**config.mk**
```make
export PLATFORM = sky130hd
export DESIGN_NAME = drrt_ctrl_flat
export DESIGN_NICKNAME = d
export VERILOG_FILES = /design/src/drrt_pkg.sv /design/src/drrt_link_if.sv /design/src/drrt_timer.sv /design/src/drrt_ctrl.sv /design/src/flat_wrapper.sv
export SDC_FILE = /design/constraint.sdc
export NUM_CORES = 1
export LEC_CHECK = 0
export BUFFER_PORTS_ARGS = -buffer_cell sky130_fd_sc_hd__buf_2
export CORE_MARGIN = 10
export CORE_UTILIZATION = 50
export CTS_CLUSTER_SIZE = 10
export DETAILED_ROUTE_END_ITERATION = 10
export PLACE_DENSITY = 0.74
export REMOVE_ABC_BUFFERS = 1
export SYNTH_ARGS = -nofsm -noshare
export SYNTH_HDL_FRONTEND = slang
export SYNTH_SLANG_ARGS = --single-unit
```
**constraint.sdc**
```tcl
create_clock -name clk_i -period 3 [get_ports clk_i]
set_input_delay 0 -clock clk_i [delete_from_list [all_inputs] [get_ports clk_i]]
set_output_delay 0 -clock clk_i [all_outputs]
set_load 0.01 [all_outputs]
```
**src/drrt_pkg.sv**
```systemverilog
// ----------------------------------------------------------------------------
// Shared constants for the refresh and recovery timing link
// ----------------------------------------------------------------------------
package drrt_pkg;

	// Link commands, one per link clock cycle.
	typedef enum logic [3:0] {
		CMD_NOP,
		CMD_ACTIVATE,
		CMD_READ,
		CMD_WRITE,
		CMD_READ_AP,
		CMD_WRITE_AP,
		CMD_REFRESH,
		CMD_PRECHARGE_ALL,
		CMD_MODE_LOAD
	} drrt_cmd_t;

	// ------------------------------------------------------------------------
	// Clocking
	// ------------------------------------------------------------------------
	localparam int CLK_NS   = 50;                 // Controller clock period.
	localparam int CLK_PS   = 50000;              // Same period in picoseconds.
	localparam int LINK_DIV = 2;                  // Link clock divider, even.
	localparam int LINK_NS  = CLK_NS * LINK_DIV;  // Link clock period.

	// ------------------------------------------------------------------------
	// Times as printed, and link cycle counts (minimums round up)
	// ------------------------------------------------------------------------
	localparam int ROW_ACTIVE_MIN_NS     = 35;    // Plain default, no figure given.
	localparam int WRITE_RECOVERY_NS     = 15;
	localparam int WR_DLL_OFF_MIN_CK     = 4;
	localparam int WR_START_BURST_EIGHT_CK = 4;
	localparam int WR_START_CHOP_FIXED_CK  = 2;
	localparam int WRITE_LATENCY_CK      = 5;     // Plain default.
	localparam int REFRESH_CYCLE_NS      = 350;
	localparam int REFRESH_CYCLE_FAST_NS = 310;
	localparam int REFRESH_TO_PD_CK      = 1;     // Plain default.
	localparam int PD_EXIT_LOCKED_CK     = 10;    // Plain default.
	localparam int PREA_AFTER_REF_NS     = 40;
	localparam int REFI_PS               = 7812500;  // 64 ms over 8192 rows.

	localparam int RAS_CK  = (ROW_ACTIVE_MIN_NS + LINK_NS - 1) / LINK_NS;
	localparam int WR_CK   = (WRITE_RECOVERY_NS + LINK_NS - 1) / LINK_NS;
	localparam int WR_DLL_OFF_CK = (WR_CK > WR_DLL_OFF_MIN_CK) ? WR_CK : WR_DLL_OFF_MIN_CK;
	localparam int RFC_CK      = (REFRESH_CYCLE_NS + LINK_NS - 1) / LINK_NS;
	localparam int RFC_FAST_CK = (REFRESH_CYCLE_FAST_NS + LINK_NS - 1) / LINK_NS;
	localparam int PDEN_CK = (REFRESH_TO_PD_CK > PD_EXIT_LOCKED_CK) ? REFRESH_TO_PD_CK : PD_EXIT_LOCKED_CK;
	// Refresh intervals are maximums, so they round down.
	localparam int REFI_CLK     = REFI_PS / CLK_PS;
	localparam int REFI_HOT_CLK = REFI_PS / 2 / CLK_PS;

	// ------------------------------------------------------------------------
	// Option field on the link (mode load, or per-command chop)
	// ------------------------------------------------------------------------
	localparam int OPT_FIXED_CHOP   = 0;
	localparam int OPT_DLL_OFF      = 1;
	localparam int OPT_FAST_RFC     = 2;
	localparam int OPT_PER_CMD_CHOP = 0;

	// ------------------------------------------------------------------------
	// Controller register map
	// ------------------------------------------------------------------------
	localparam logic [7:0] REG_CTRL   = 8'h00;
	localparam logic [7:0] REG_CMD    = 8'h04;
	localparam logic [7:0] REG_STATUS = 8'h08;
	localparam int CTRL_RUN       = 0;
	localparam int CTRL_HOT       = 1;
	localparam int CTRL_FAST_RFC  = 2;
	localparam int CTRL_DLL_OFF   = 3;
	localparam int CTRL_FIXED_CHOP = 4;
	localparam int CTRL_PDOWN     = 5;
	localparam logic [5:0] CTRL_RESET = 6'h00;
	localparam int ST_PENDING = 0;
	localparam int ST_PDOWN   = 1;
	localparam int ST_DUE     = 2;
	localparam int ST_REFCNT  = 8;

endpackage : drrt_pkg

```
**src/drrt_link_if.sv**
```systemverilog
`timescale 1ns/100ps
// ----------------------------------------------------------------------------
// Command link between controller and memory
// ----------------------------------------------------------------------------
interface drrt_link_if;
	logic       ck;       // Link clock, made by the controller.
	logic       reset_n;  // Memory reset, active low.
	logic       cke;      // Clock enable, low for power down.
	logic [3:0] cmd;      // Command code.
	logic [2:0] bank;     // Bank address.
	logic [2:0] opt;      // Mode bits or per-command chop.

	modport ctrl (output ck, reset_n, cke, cmd, bank, opt);
	modport dev  (input  ck, reset_n, cke, cmd, bank, opt);
endinterface : drrt_link_if

```
**src/drrt_timer.sv**
```systemverilog
`timescale 1ns/100ps
// ----------------------------------------------------------------------------
// Down counter that blocks a dependent action until it reaches zero
// ----------------------------------------------------------------------------
module drrt_timer #(
	parameter int W = 8
) (
	// Clock and reset
	input  logic         clk_i,
	input  logic         rstn_i,
	// Load and status
	input  logic         load_i,
	input  logic [W-1:0] value_i,
	output logic         zero_o
);
	if (W < 2) begin : g_bad_width
		$error("drrt_timer width too small");
	end

	logic [W-1:0] cnt;       // Cycles still to wait.
	logic [W-1:0] next_cnt;  // Next count.

	// Load wins over counting, and the count rests at zero.
	always_comb begin
		next_cnt = cnt;
		if (load_i) begin
			next_cnt = value_i;
		end else if (cnt != '0) begin
			next_cnt = cnt - 1'b1;
		end
	end

	// Register the count.
	always_ff @(posedge clk_i) begin
		if (!rstn_i) begin
			cnt <= '0;
		end else begin
			cnt <= next_cnt;
		end
	end

	assign zero_o = (cnt == '0);
endmodule : drrt_timer

```
**src/drrt_ctrl.sv**
```systemverilog
// Local design decisions: the placing of the registers and strobed register access.
`timescale 1ns/100ps
// ----------------------------------------------------------------------------
// ----------------------------------------------------------------------------
module drrt_ctrl
	import drrt_pkg::*;
(
	// Clock and reset
	input  logic        clk_i,
	input  logic        rstn_i,
	// Register port
	input  logic [7:0]  reg_addr_i,
	input  logic [31:0] reg_wdata_i,
	input  logic        reg_wr_i,
	input  logic        reg_rd_i,
	output logic [31:0] reg_rdata_o,
	// Link to the memory
	drrt_link_if.ctrl   link
);
	// ------------------------------------------------------------------------
	// Declarations
	// ------------------------------------------------------------------------
	typedef enum {ST_RESET, ST_IDLE, ST_AFTER_REF, ST_POWER_DOWN} drrt_state_t;

	drrt_state_t state, next_state;      // Sequencer state.
	logic        phase, next_phase;      // Link clock level.
	logic        tick;                   // First controller cycle of a link cycle, while the link clock is high.
	logic [5:0]  ctrl, next_ctrl;        // Control register.
	logic [7:0]  pcmd, next_pcmd;        // Pending command word.
	logic        pend, next_pend;        // Command waiting to go out.
	logic [31:0] rdata, next_rdata;      // Read data, one cycle after strobe.
	logic [7:0]  refi, next_refi;        // Controller cycles to next refresh.
	logic        due, next_due;          // Refresh owed.
	logic [7:0]  refcnt, next_refcnt;    // Refreshes issued, wraps.
	logic        rst_n, next_rst_n;      // Memory reset pin.
	logic        cke, next_cke;          // Clock enable pin.
	logic [3:0]  cmd, next_cmd;          // Command pins.
	logic [2:0]  bank, next_bank;        // Bank pins.
	logic [2:0]  opt, next_opt;          // Option pins.
	logic        issue_ref;              // Refresh goes out this tick.
	logic        rfc_ok, rfc_load;       // Refresh cycle counter.
	logic        wr_ok, wr_load;         // Write recovery counter.
	logic        pd_ok, pd_load;         // Refresh-to-powerdown counter.
	logic [7:0]  rfc_value, wr_value;    // Counter loads in controller cycles.
	logic [7:0]  refi_load;              // Interval for the present temperature.

	// ------------------------------------------------------------------------
	// Blocking counters, loaded in controller cycles
	// ------------------------------------------------------------------------
	// A refresh window at least two link cycles long leaves a NOP between refreshes.
	assign rfc_value = 8'(LINK_DIV) * ((ctrl[CTRL_FAST_RFC] ? 8'(RFC_FAST_CK) : 8'(RFC_CK))
		+ ((RFC_CK < 2) ? 8'h01 : 8'h00));
	// The controller waits out the write path the memory counts.
	assign wr_value = 8'(LINK_DIV) * (8'(WRITE_LATENCY_CK)
		+ (ctrl[CTRL_FIXED_CHOP] ? 8'(WR_START_CHOP_FIXED_CK) : 8'(WR_START_BURST_EIGHT_CK))
		+ (ctrl[CTRL_DLL_OFF] ? 8'(WR_DLL_OFF_CK) : 8'(WR_CK)));
	assign refi_load = ctrl[CTRL_HOT] ? 8'(REFI_HOT_CLK) : 8'(REFI_CLK);

	drrt_timer #(.W(8)) u_rfc (
		.clk_i   (clk_i),
		.rstn_i  (rstn_i),
		.load_i  (rfc_load),
		.value_i (rfc_value),
		.zero_o  (rfc_ok)
	);

	drrt_timer #(.W(8)) u_wr (
		.clk_i   (clk_i),
		.rstn_i  (rstn_i),
		.load_i  (wr_load),
		.value_i (wr_value),
		.zero_o  (wr_ok)
	);

	// Covers both the refresh delay and the locked exit delay, conservatively.
	drrt_timer #(.W(8)) u_pd (
		.clk_i   (clk_i),
		.rstn_i  (rstn_i),
		.load_i  (pd_load),
		.value_i (8'(LINK_DIV * PDEN_CK)),
		.zero_o  (pd_ok)
	);

	// ------------------------------------------------------------------------
	// Register port
	// ------------------------------------------------------------------------
	// Writes to the command word while one waits are ignored.
	always_comb begin
		next_ctrl  = ctrl;
		next_pcmd  = pcmd;
		next_rdata = 32'h0000_0000;
		if (reg_wr_i && reg_addr_i == REG_CTRL) begin
			next_ctrl = reg_wdata_i[5:0];
		end
		if (reg_wr_i && reg_addr_i == REG_CMD && !pend) begin
			next_pcmd = reg_wdata_i[7:0];
		end
		if (reg_rd_i) begin
			case (reg_addr_i)
				REG_CTRL:   next_rdata = {26'h0, ctrl};
				REG_CMD:    next_rdata = {24'h0, pcmd};
				REG_STATUS: begin
					next_rdata[ST_PENDING]         = pend;
					next_rdata[ST_PDOWN]           = (state == ST_POWER_DOWN);
					next_rdata[ST_DUE]             = due;
					next_rdata[ST_REFCNT +: 8]     = refcnt;
				end
				default:    next_rdata = 32'h0000_0000;
			endcase
		end
	end

	// ------------------------------------------------------------------------
	// Refresh interval
	// ------------------------------------------------------------------------
	// Refreshes go out at the first idle tick after they fall due with write recovery over, so nine always fit in 70.3 us.
	always_comb begin
		next_refi = refi;
		// Counting down to zero takes one cycle more than the load, so load one less.
		if (state == ST_RESET) begin
			next_refi = refi_load - 8'h01;
		end else if (refi == 8'h00) begin
			next_refi = refi_load - 8'h01;
		end else begin
			next_refi = refi - 8'h01;
		end
		// A new deadline wins over the refresh that clears the old one.
		next_due = ((refi == 8'h00) && state != ST_RESET) || (due && !issue_ref);
		next_refcnt = refcnt + (issue_ref ? 8'h01 : 8'h00);
	end

	// ------------------------------------------------------------------------
	// Command sequencer, one command per link cycle
	// ------------------------------------------------------------------------
	// Pins change as the link clock falls, so they are steady at its rise.
	assign tick = phase;
	assign issue_ref = tick && rfc_ok && wr_ok && due && state == ST_IDLE;

	always_comb begin
		next_phase = ~phase;
		next_state = state;
		next_pend  = pend;
		next_rst_n = rst_n;
		next_cke   = cke;
		next_cmd   = cmd;
		next_bank  = bank;
		next_opt   = opt;
		rfc_load   = 1'b0;
		wr_load    = 1'b0;
		pd_load    = 1'b0;
		if (reg_wr_i && reg_addr_i == REG_CMD && !pend) begin
			next_pend = 1'b1;
		end
		if (tick) begin
			next_cmd = 4'(CMD_NOP);
			case (state)
				ST_RESET: begin
					// Memory stays in reset until software starts it.
					next_rst_n = 1'b0;
					next_cke   = 1'b0;
					if (ctrl[CTRL_RUN]) begin
						next_rst_n = 1'b1;
						next_cke   = 1'b1;
						next_state = ST_IDLE;
					end
				end
				ST_IDLE: begin
					if (issue_ref) begin
						next_cmd   = 4'(CMD_REFRESH);
						rfc_load   = 1'b1;
						pd_load    = 1'b1;
						next_state = ST_AFTER_REF;
					end else if (ctrl[CTRL_PDOWN] && pd_ok && rfc_ok && wr_ok && !due) begin
						next_cke   = 1'b0;
						next_state = ST_POWER_DOWN;
					end else if (pend && rfc_ok && (wr_ok || pcmd[3:0] != 4'(CMD_PRECHARGE_ALL))) begin
						// Software keeps its row addresses spread; nothing here checks it.
						next_cmd  = pcmd[3:0];
						next_bank = pcmd[6:4];
						next_opt  = (pcmd[3:0] == 4'(CMD_MODE_LOAD))
							? {ctrl[CTRL_FAST_RFC], ctrl[CTRL_DLL_OFF], ctrl[CTRL_FIXED_CHOP]}
							: {2'b00, pcmd[7]};
						next_pend = 1'b0;
						wr_load   = (pcmd[3:0] == 4'(CMD_WRITE)) || (pcmd[3:0] == 4'(CMD_WRITE_AP));
					end
				end
				ST_AFTER_REF: begin
					if (LINK_NS <= PREA_AFTER_REF_NS) begin
						next_state = ST_IDLE;
					end else if (rfc_ok) begin
						next_cmd   = 4'(CMD_PRECHARGE_ALL);
						next_state = ST_IDLE;
					end
				end
				ST_POWER_DOWN: begin
					if (!ctrl[CTRL_PDOWN] || due) begin
						next_cke   = 1'b1;
						next_state = ST_IDLE;
					end
				end
				default: begin
					next_state = ST_RESET;
				end
			endcase
			if (!ctrl[CTRL_RUN]) begin
				next_state = ST_RESET;
				next_rst_n = 1'b0;
				next_cke   = 1'b0;
			end
		end
	end

	// Register everything; pins hold reset low from the start.
	always_ff @(posedge clk_i) begin
		if (!rstn_i) begin
			state  <= ST_RESET;
			phase  <= 1'b0;
			ctrl   <= CTRL_RESET;
			pcmd   <= 8'h00;
			pend   <= 1'b0;
			rdata  <= 32'h0000_0000;
			refi   <= 8'h00;
			due    <= 1'b0;
			refcnt <= 8'h00;
			rst_n  <= 1'b0;
			cke    <= 1'b0;
			cmd    <= 4'h0;
			bank   <= 3'h0;
			opt    <= 3'h0;
		end else begin
			state  <= next_state;
			phase  <= next_phase;
			ctrl   <= next_ctrl;
			pcmd   <= next_pcmd;
			pend   <= next_pend;
			rdata  <= next_rdata;
			refi   <= next_refi;
			due    <= next_due;
			refcnt <= next_refcnt;
			rst_n  <= next_rst_n;
			cke    <= next_cke;
			cmd    <= next_cmd;
			bank   <= next_bank;
			opt    <= next_opt;
		end
	end

	// ------------------------------------------------------------------------
	// Outputs
	// ------------------------------------------------------------------------
	assign reg_rdata_o  = rdata;
	assign link.ck      = phase;
	assign link.reset_n = rst_n;
	assign link.cke     = cke;
	assign link.cmd     = cmd;
	assign link.bank    = bank;
	assign link.opt     = opt;
endmodule : drrt_ctrl

```
**src/flat_wrapper.sv**
```systemverilog
// flat-port wrapper written by rule: the top's interface ports become plain ports
module drrt_ctrl_flat import drrt_pkg::*;
  (clk_i, rstn_i, reg_addr_i, reg_wdata_i, reg_wr_i, reg_rd_i, reg_rdata_o, link_ck, link_reset_n, link_cke, link_cmd, link_bank, link_opt);
  drrt_link_if link_i ();
  input  logic clk_i;
  input  logic rstn_i;
  input  logic [7:0] reg_addr_i;
  input  logic [31:0] reg_wdata_i;
  input  logic reg_wr_i;
  input  logic reg_rd_i;
  output logic [31:0] reg_rdata_o;
  output wire logic [$bits(link_i.ck)-1:0] link_ck;
  output wire logic [$bits(link_i.reset_n)-1:0] link_reset_n;
  output wire logic [$bits(link_i.cke)-1:0] link_cke;
  output wire logic [$bits(link_i.cmd)-1:0] link_cmd;
  output wire logic [$bits(link_i.bank)-1:0] link_bank;
  output wire logic [$bits(link_i.opt)-1:0] link_opt;
  assign link_ck = link_i.ck;
  assign link_reset_n = link_i.reset_n;
  assign link_cke = link_i.cke;
  assign link_cmd = link_i.cmd;
  assign link_bank = link_i.bank;
  assign link_opt = link_i.opt;
  drrt_ctrl u_core (.clk_i(clk_i), .rstn_i(rstn_i), .reg_addr_i(reg_addr_i), .reg_wdata_i(reg_wdata_i), .reg_wr_i(reg_wr_i), .reg_rd_i(reg_rd_i), .reg_rdata_o(reg_rdata_o), .link(link_i));
endmodule
```
==> results.sh <==
export IMPL_status="finished, final reports clean"
export IMPL_finalHoldViolations=0
export IMPL_fillCellCount=715
export IMPL_p_switching_mw=1.17
export IMPL_grt_pass1_vias=3371
export IMPL_layout_min_cycle_time_ps=2760
export IMPL_final_cell_mix="dfxtp_1 (87), buf_2 (48), nand2_1 (45), nor2_1 (45), mux2i_1 (31)"
export IMPL_vias=3462
export IMPL_drive_above_1_share=0.168
export IMPL_busiest_layer="met2"
export IMPL_cts_root_buf="clkbuf_8"
export IMPL_post_drt_via_cell_ratio=5.50
export IMPL_numPortBuffers=48
export IMPL_grt_ovfl_total=0
export IMPL_setup_tns_ps=0
export IMPL_post_cts_setup_buffers=0
export IMPL_met3_usage=0.0397
export IMPL_synth_ff_type="dfxtp_1"
export IMPL_pwr_share_clk=0.295
export IMPL_sw_frac_of_total=0.338
export IMPL_synth_edf_count=0
export IMPL_antennaDiodeCount=0
export IMPL_ys_ff_latch=87
export IMPL_routabilityCongestion=0.843
export IMPL_track_usage=0.156
export IMPL_hp_class="in2reg"
export IMPL_final_common_cell="dfxtp_1"
export IMPL_nets=582
export IMPL_multi_input_area_um2=2240
export IMPL_relSlewSlack=0.372
export IMPL_finClkSkew_ps=8.62
export IMPL_critical_path_reg2reg_startpoint="u_core.u_wr.cnt[0]"
export IMPL_worst_pin_slew_ps=939
export IMPL_drt_total_wl_mm=9.83
export IMPL_synthArstFlopShare=0
export IMPL_synth_warnings=0
export IMPL_placeableCoreArea_um2=8180
export IMPL_cts_max_level=3
export IMPL_ant_nets=0
export IMPL_powerDensity_nw_per_um2=720
export IMPL_seq_area_um2=1740
export IMPL_power_frac_seq=0.409
export IMPL_power_frac_comb=0.295
export IMPL_clock_latency_ps=370
export IMPL_use_met2=0.261
export IMPL_ios=89
export IMPL_fin_util=0.590
export IMPL_clock_sinks=87
export IMPL_cts_hold_buf=9
export IMPL_area_delta_synth_final_pct=15.5
export IMPL_rsz0062_at_grt="no"
export IMPL_cts_buffers=9
export IMPL_dieArea_um2=12400
export IMPL_required_ps=3260
export IMPL_netlist_instances=460
export IMPL_cp_start_kind="flip-flop"
export IMPL_drt_iter0_markers=222
export IMPL_finalSetupViolCount=0
export IMPL_synth_area_um2=4180
export IMPL_cts_resized=0
export IMPL_cp_startpoint="u_core.u_wr.cnt[0]"
export IMPL_ir_drop_mv=0.500
export IMPL_wl_per_cell_um=15.6
export IMPL_ys_types=56
export IMPL_min_period_over_period=0.921
export IMPL_start_util=0.511
export IMPL_slew_viol_final=0
export IMPL_die_w_um=111
export IMPL_cp_end_kind="flip-flop"
export IMPL_syn_area_per_cell_um2=9.08
export IMPL_rows=33
export IMPL_grt_pass1_wl_mm=16.4
export IMPL_cts_tree="yes"
export IMPL_crit_arrival_ps=3020
export IMPL_antenna_found_initial=0
export IMPL_firstDrtPassIters=4
export IMPL_die_y_um=111
export IMPL_max_cap_violations=0
export IMPL_ys_seq_area_frac=0.417
export IMPL_met1_usage=0.189
export IMPL_hpwl_mm=6.99
export IMPL_grt_max_degree=42
export IMPL_internal_power_mw=2.30
export IMPL_hold_path_startpoint="rstn_i"
export IMPL_path_clk_slew_ps=90
export IMPL_p_leak_nw=2.04
export IMPL_max_freq_mhz=362
export IMPL_cts_buffer_depth=2
export IMPL_worstSetupPathType="reg2reg"
export IMPL_cp_max_fo=5
export IMPL_drc=0
-- cells in the mapped netlist, types with 2 or more instances --
master    count  area (µm²)
dfxtp_1      87        1740
or3_1         5        31.3
clkbuf_1     13        48.8
nand4b_1      2        17.5
nand4_1       7        43.8
mux2i_1      31         310
o21ai_0      12        60.1
or4_1         5        37.5
or3b_2        3        26.3
inv_1        19        71.3
a31oi_1       7        43.8
ha_1         18         225
nand2_1      45         169
nor4_1        6        37.5
and2_1       13        81.3
buf_4        16         120
o31ai_1       2        15.0
nor2_1       45         169
nor2b_1       4        25.0
nor3_1       15        75.1
xor2_1       10        87.6
a211oi_1      5        37.5
a21oi_1      16        80.1
a211o_1       3        26.3
nand2b_1      3        18.8
nand3_1      11        55.1
o211ai_1      5        37.5
nor3b_1       3        22.5
xnor2_1      14         123
nor4b_1       2        17.5
a31o_2        2        17.5
and3_1        7        43.8
-- worst paths after layout --
path	to	slack (ps)	depth (start not counted)
worst max register to register	u_core.refcnt[6]	240	11
worst min register to register	u_core.link.opt[0]	470	2
worst max-delay path	u_core.refcnt[6]	240	11
worst min-delay path	u_core.u_wr.cnt[2]	20	3
-- power by group through the flow --
| stage | Sequential [mW] | Combinational [mW] | Clock, mW |
|---|---|---|---|
| final | 1.42 | 1.03 | 1.03 |
| after CTS | 1.42 | 1.03 | 1.04 |
| after global placement | 1.44 | 0.974 | 0 |
| after global routing | 1.44 | 1.16 | 1.08 |
| after detailed placement | 1.44 | 1.01 | 0 |
| after floorplan | 1.41 | 0.780 | 0 |
-- area by class of cell --
type                    count  area share
clock buffers               9      0.0257
clock inverters             7      0.0262
inverters                  20      0.0156
multi-input cells         338       0.465
flip-flops and latches     87       0.361
well taps                 105      0.0272
repair buffers             64      0.0794
-- per-stage QoR --
step                area [µm²]  hold WS (ps)  setup slack (ps)  power [mW]  instances
floorplan                 4060          79.3               509        2.19        445
detailed placement        4480           263               301        2.45        605
CTS                       4820          11.1               224        3.48        630
global route              4820          24.0              68.4        3.68        630
finish                    4820          22.9               237        3.47        630
global placement          4480           248               370        2.41        605
-- flip-flops by register name, summed over array words and instances (netlist names), 3 cells and up --
| signal | flops |
|---|---|
| u_core.link.opt | 3 |
| u_core.refcnt | 8 |
| u_core.u_wr.cnt | 8 |
| u_core.u_rfc.cnt | 8 |
| u_core.refi | 8 |
| u_core.reg_rdata_o | 16 |
| u_core.link.bank | 3 |
| u_core.link.cmd | 4 |
| u_core.pcmd | 8 |
| u_core.ctrl | 6 |
| u_core.u_pd.cnt | 8 |
-- metal layers --
layer,routed length (µm),vias up
met5,0,-
met4,116,0
met3,515,8
met2,4840,74
met1,4350,1665
li1,-,1715
-- cells by family (layout without fill, tap and decap cells) --
logic type / after synthesis / in the layout / synth area share
flops: 87 / 87 / 0.417
mux: 33 / 33 / 0.0806
buf+inv: 50 / 100 / 0.0596
compound gates: 65 / 65 / 0.111
simple gates: 182 / 182 / 0.227
xor+xnor: 24 / 24 / 0.0503
fa+ha+maj: 18 / 18 / 0.0539
other cells: 1 / 16 / 0.000898
-- worst max-delay path, cell delays in order (launching register included) --
cell and delay [ps]:
dfxtp_1 310, inv_1 100, ha_1 200, or4b_2 670, nor4_4 260, nand2_1 230, inv_1 130, ha_1 180
ha_1 220, nand3_1 110, xor2_1 180, nor2_1 50
No activity file was read; power rests on OpenSTA's default activity.
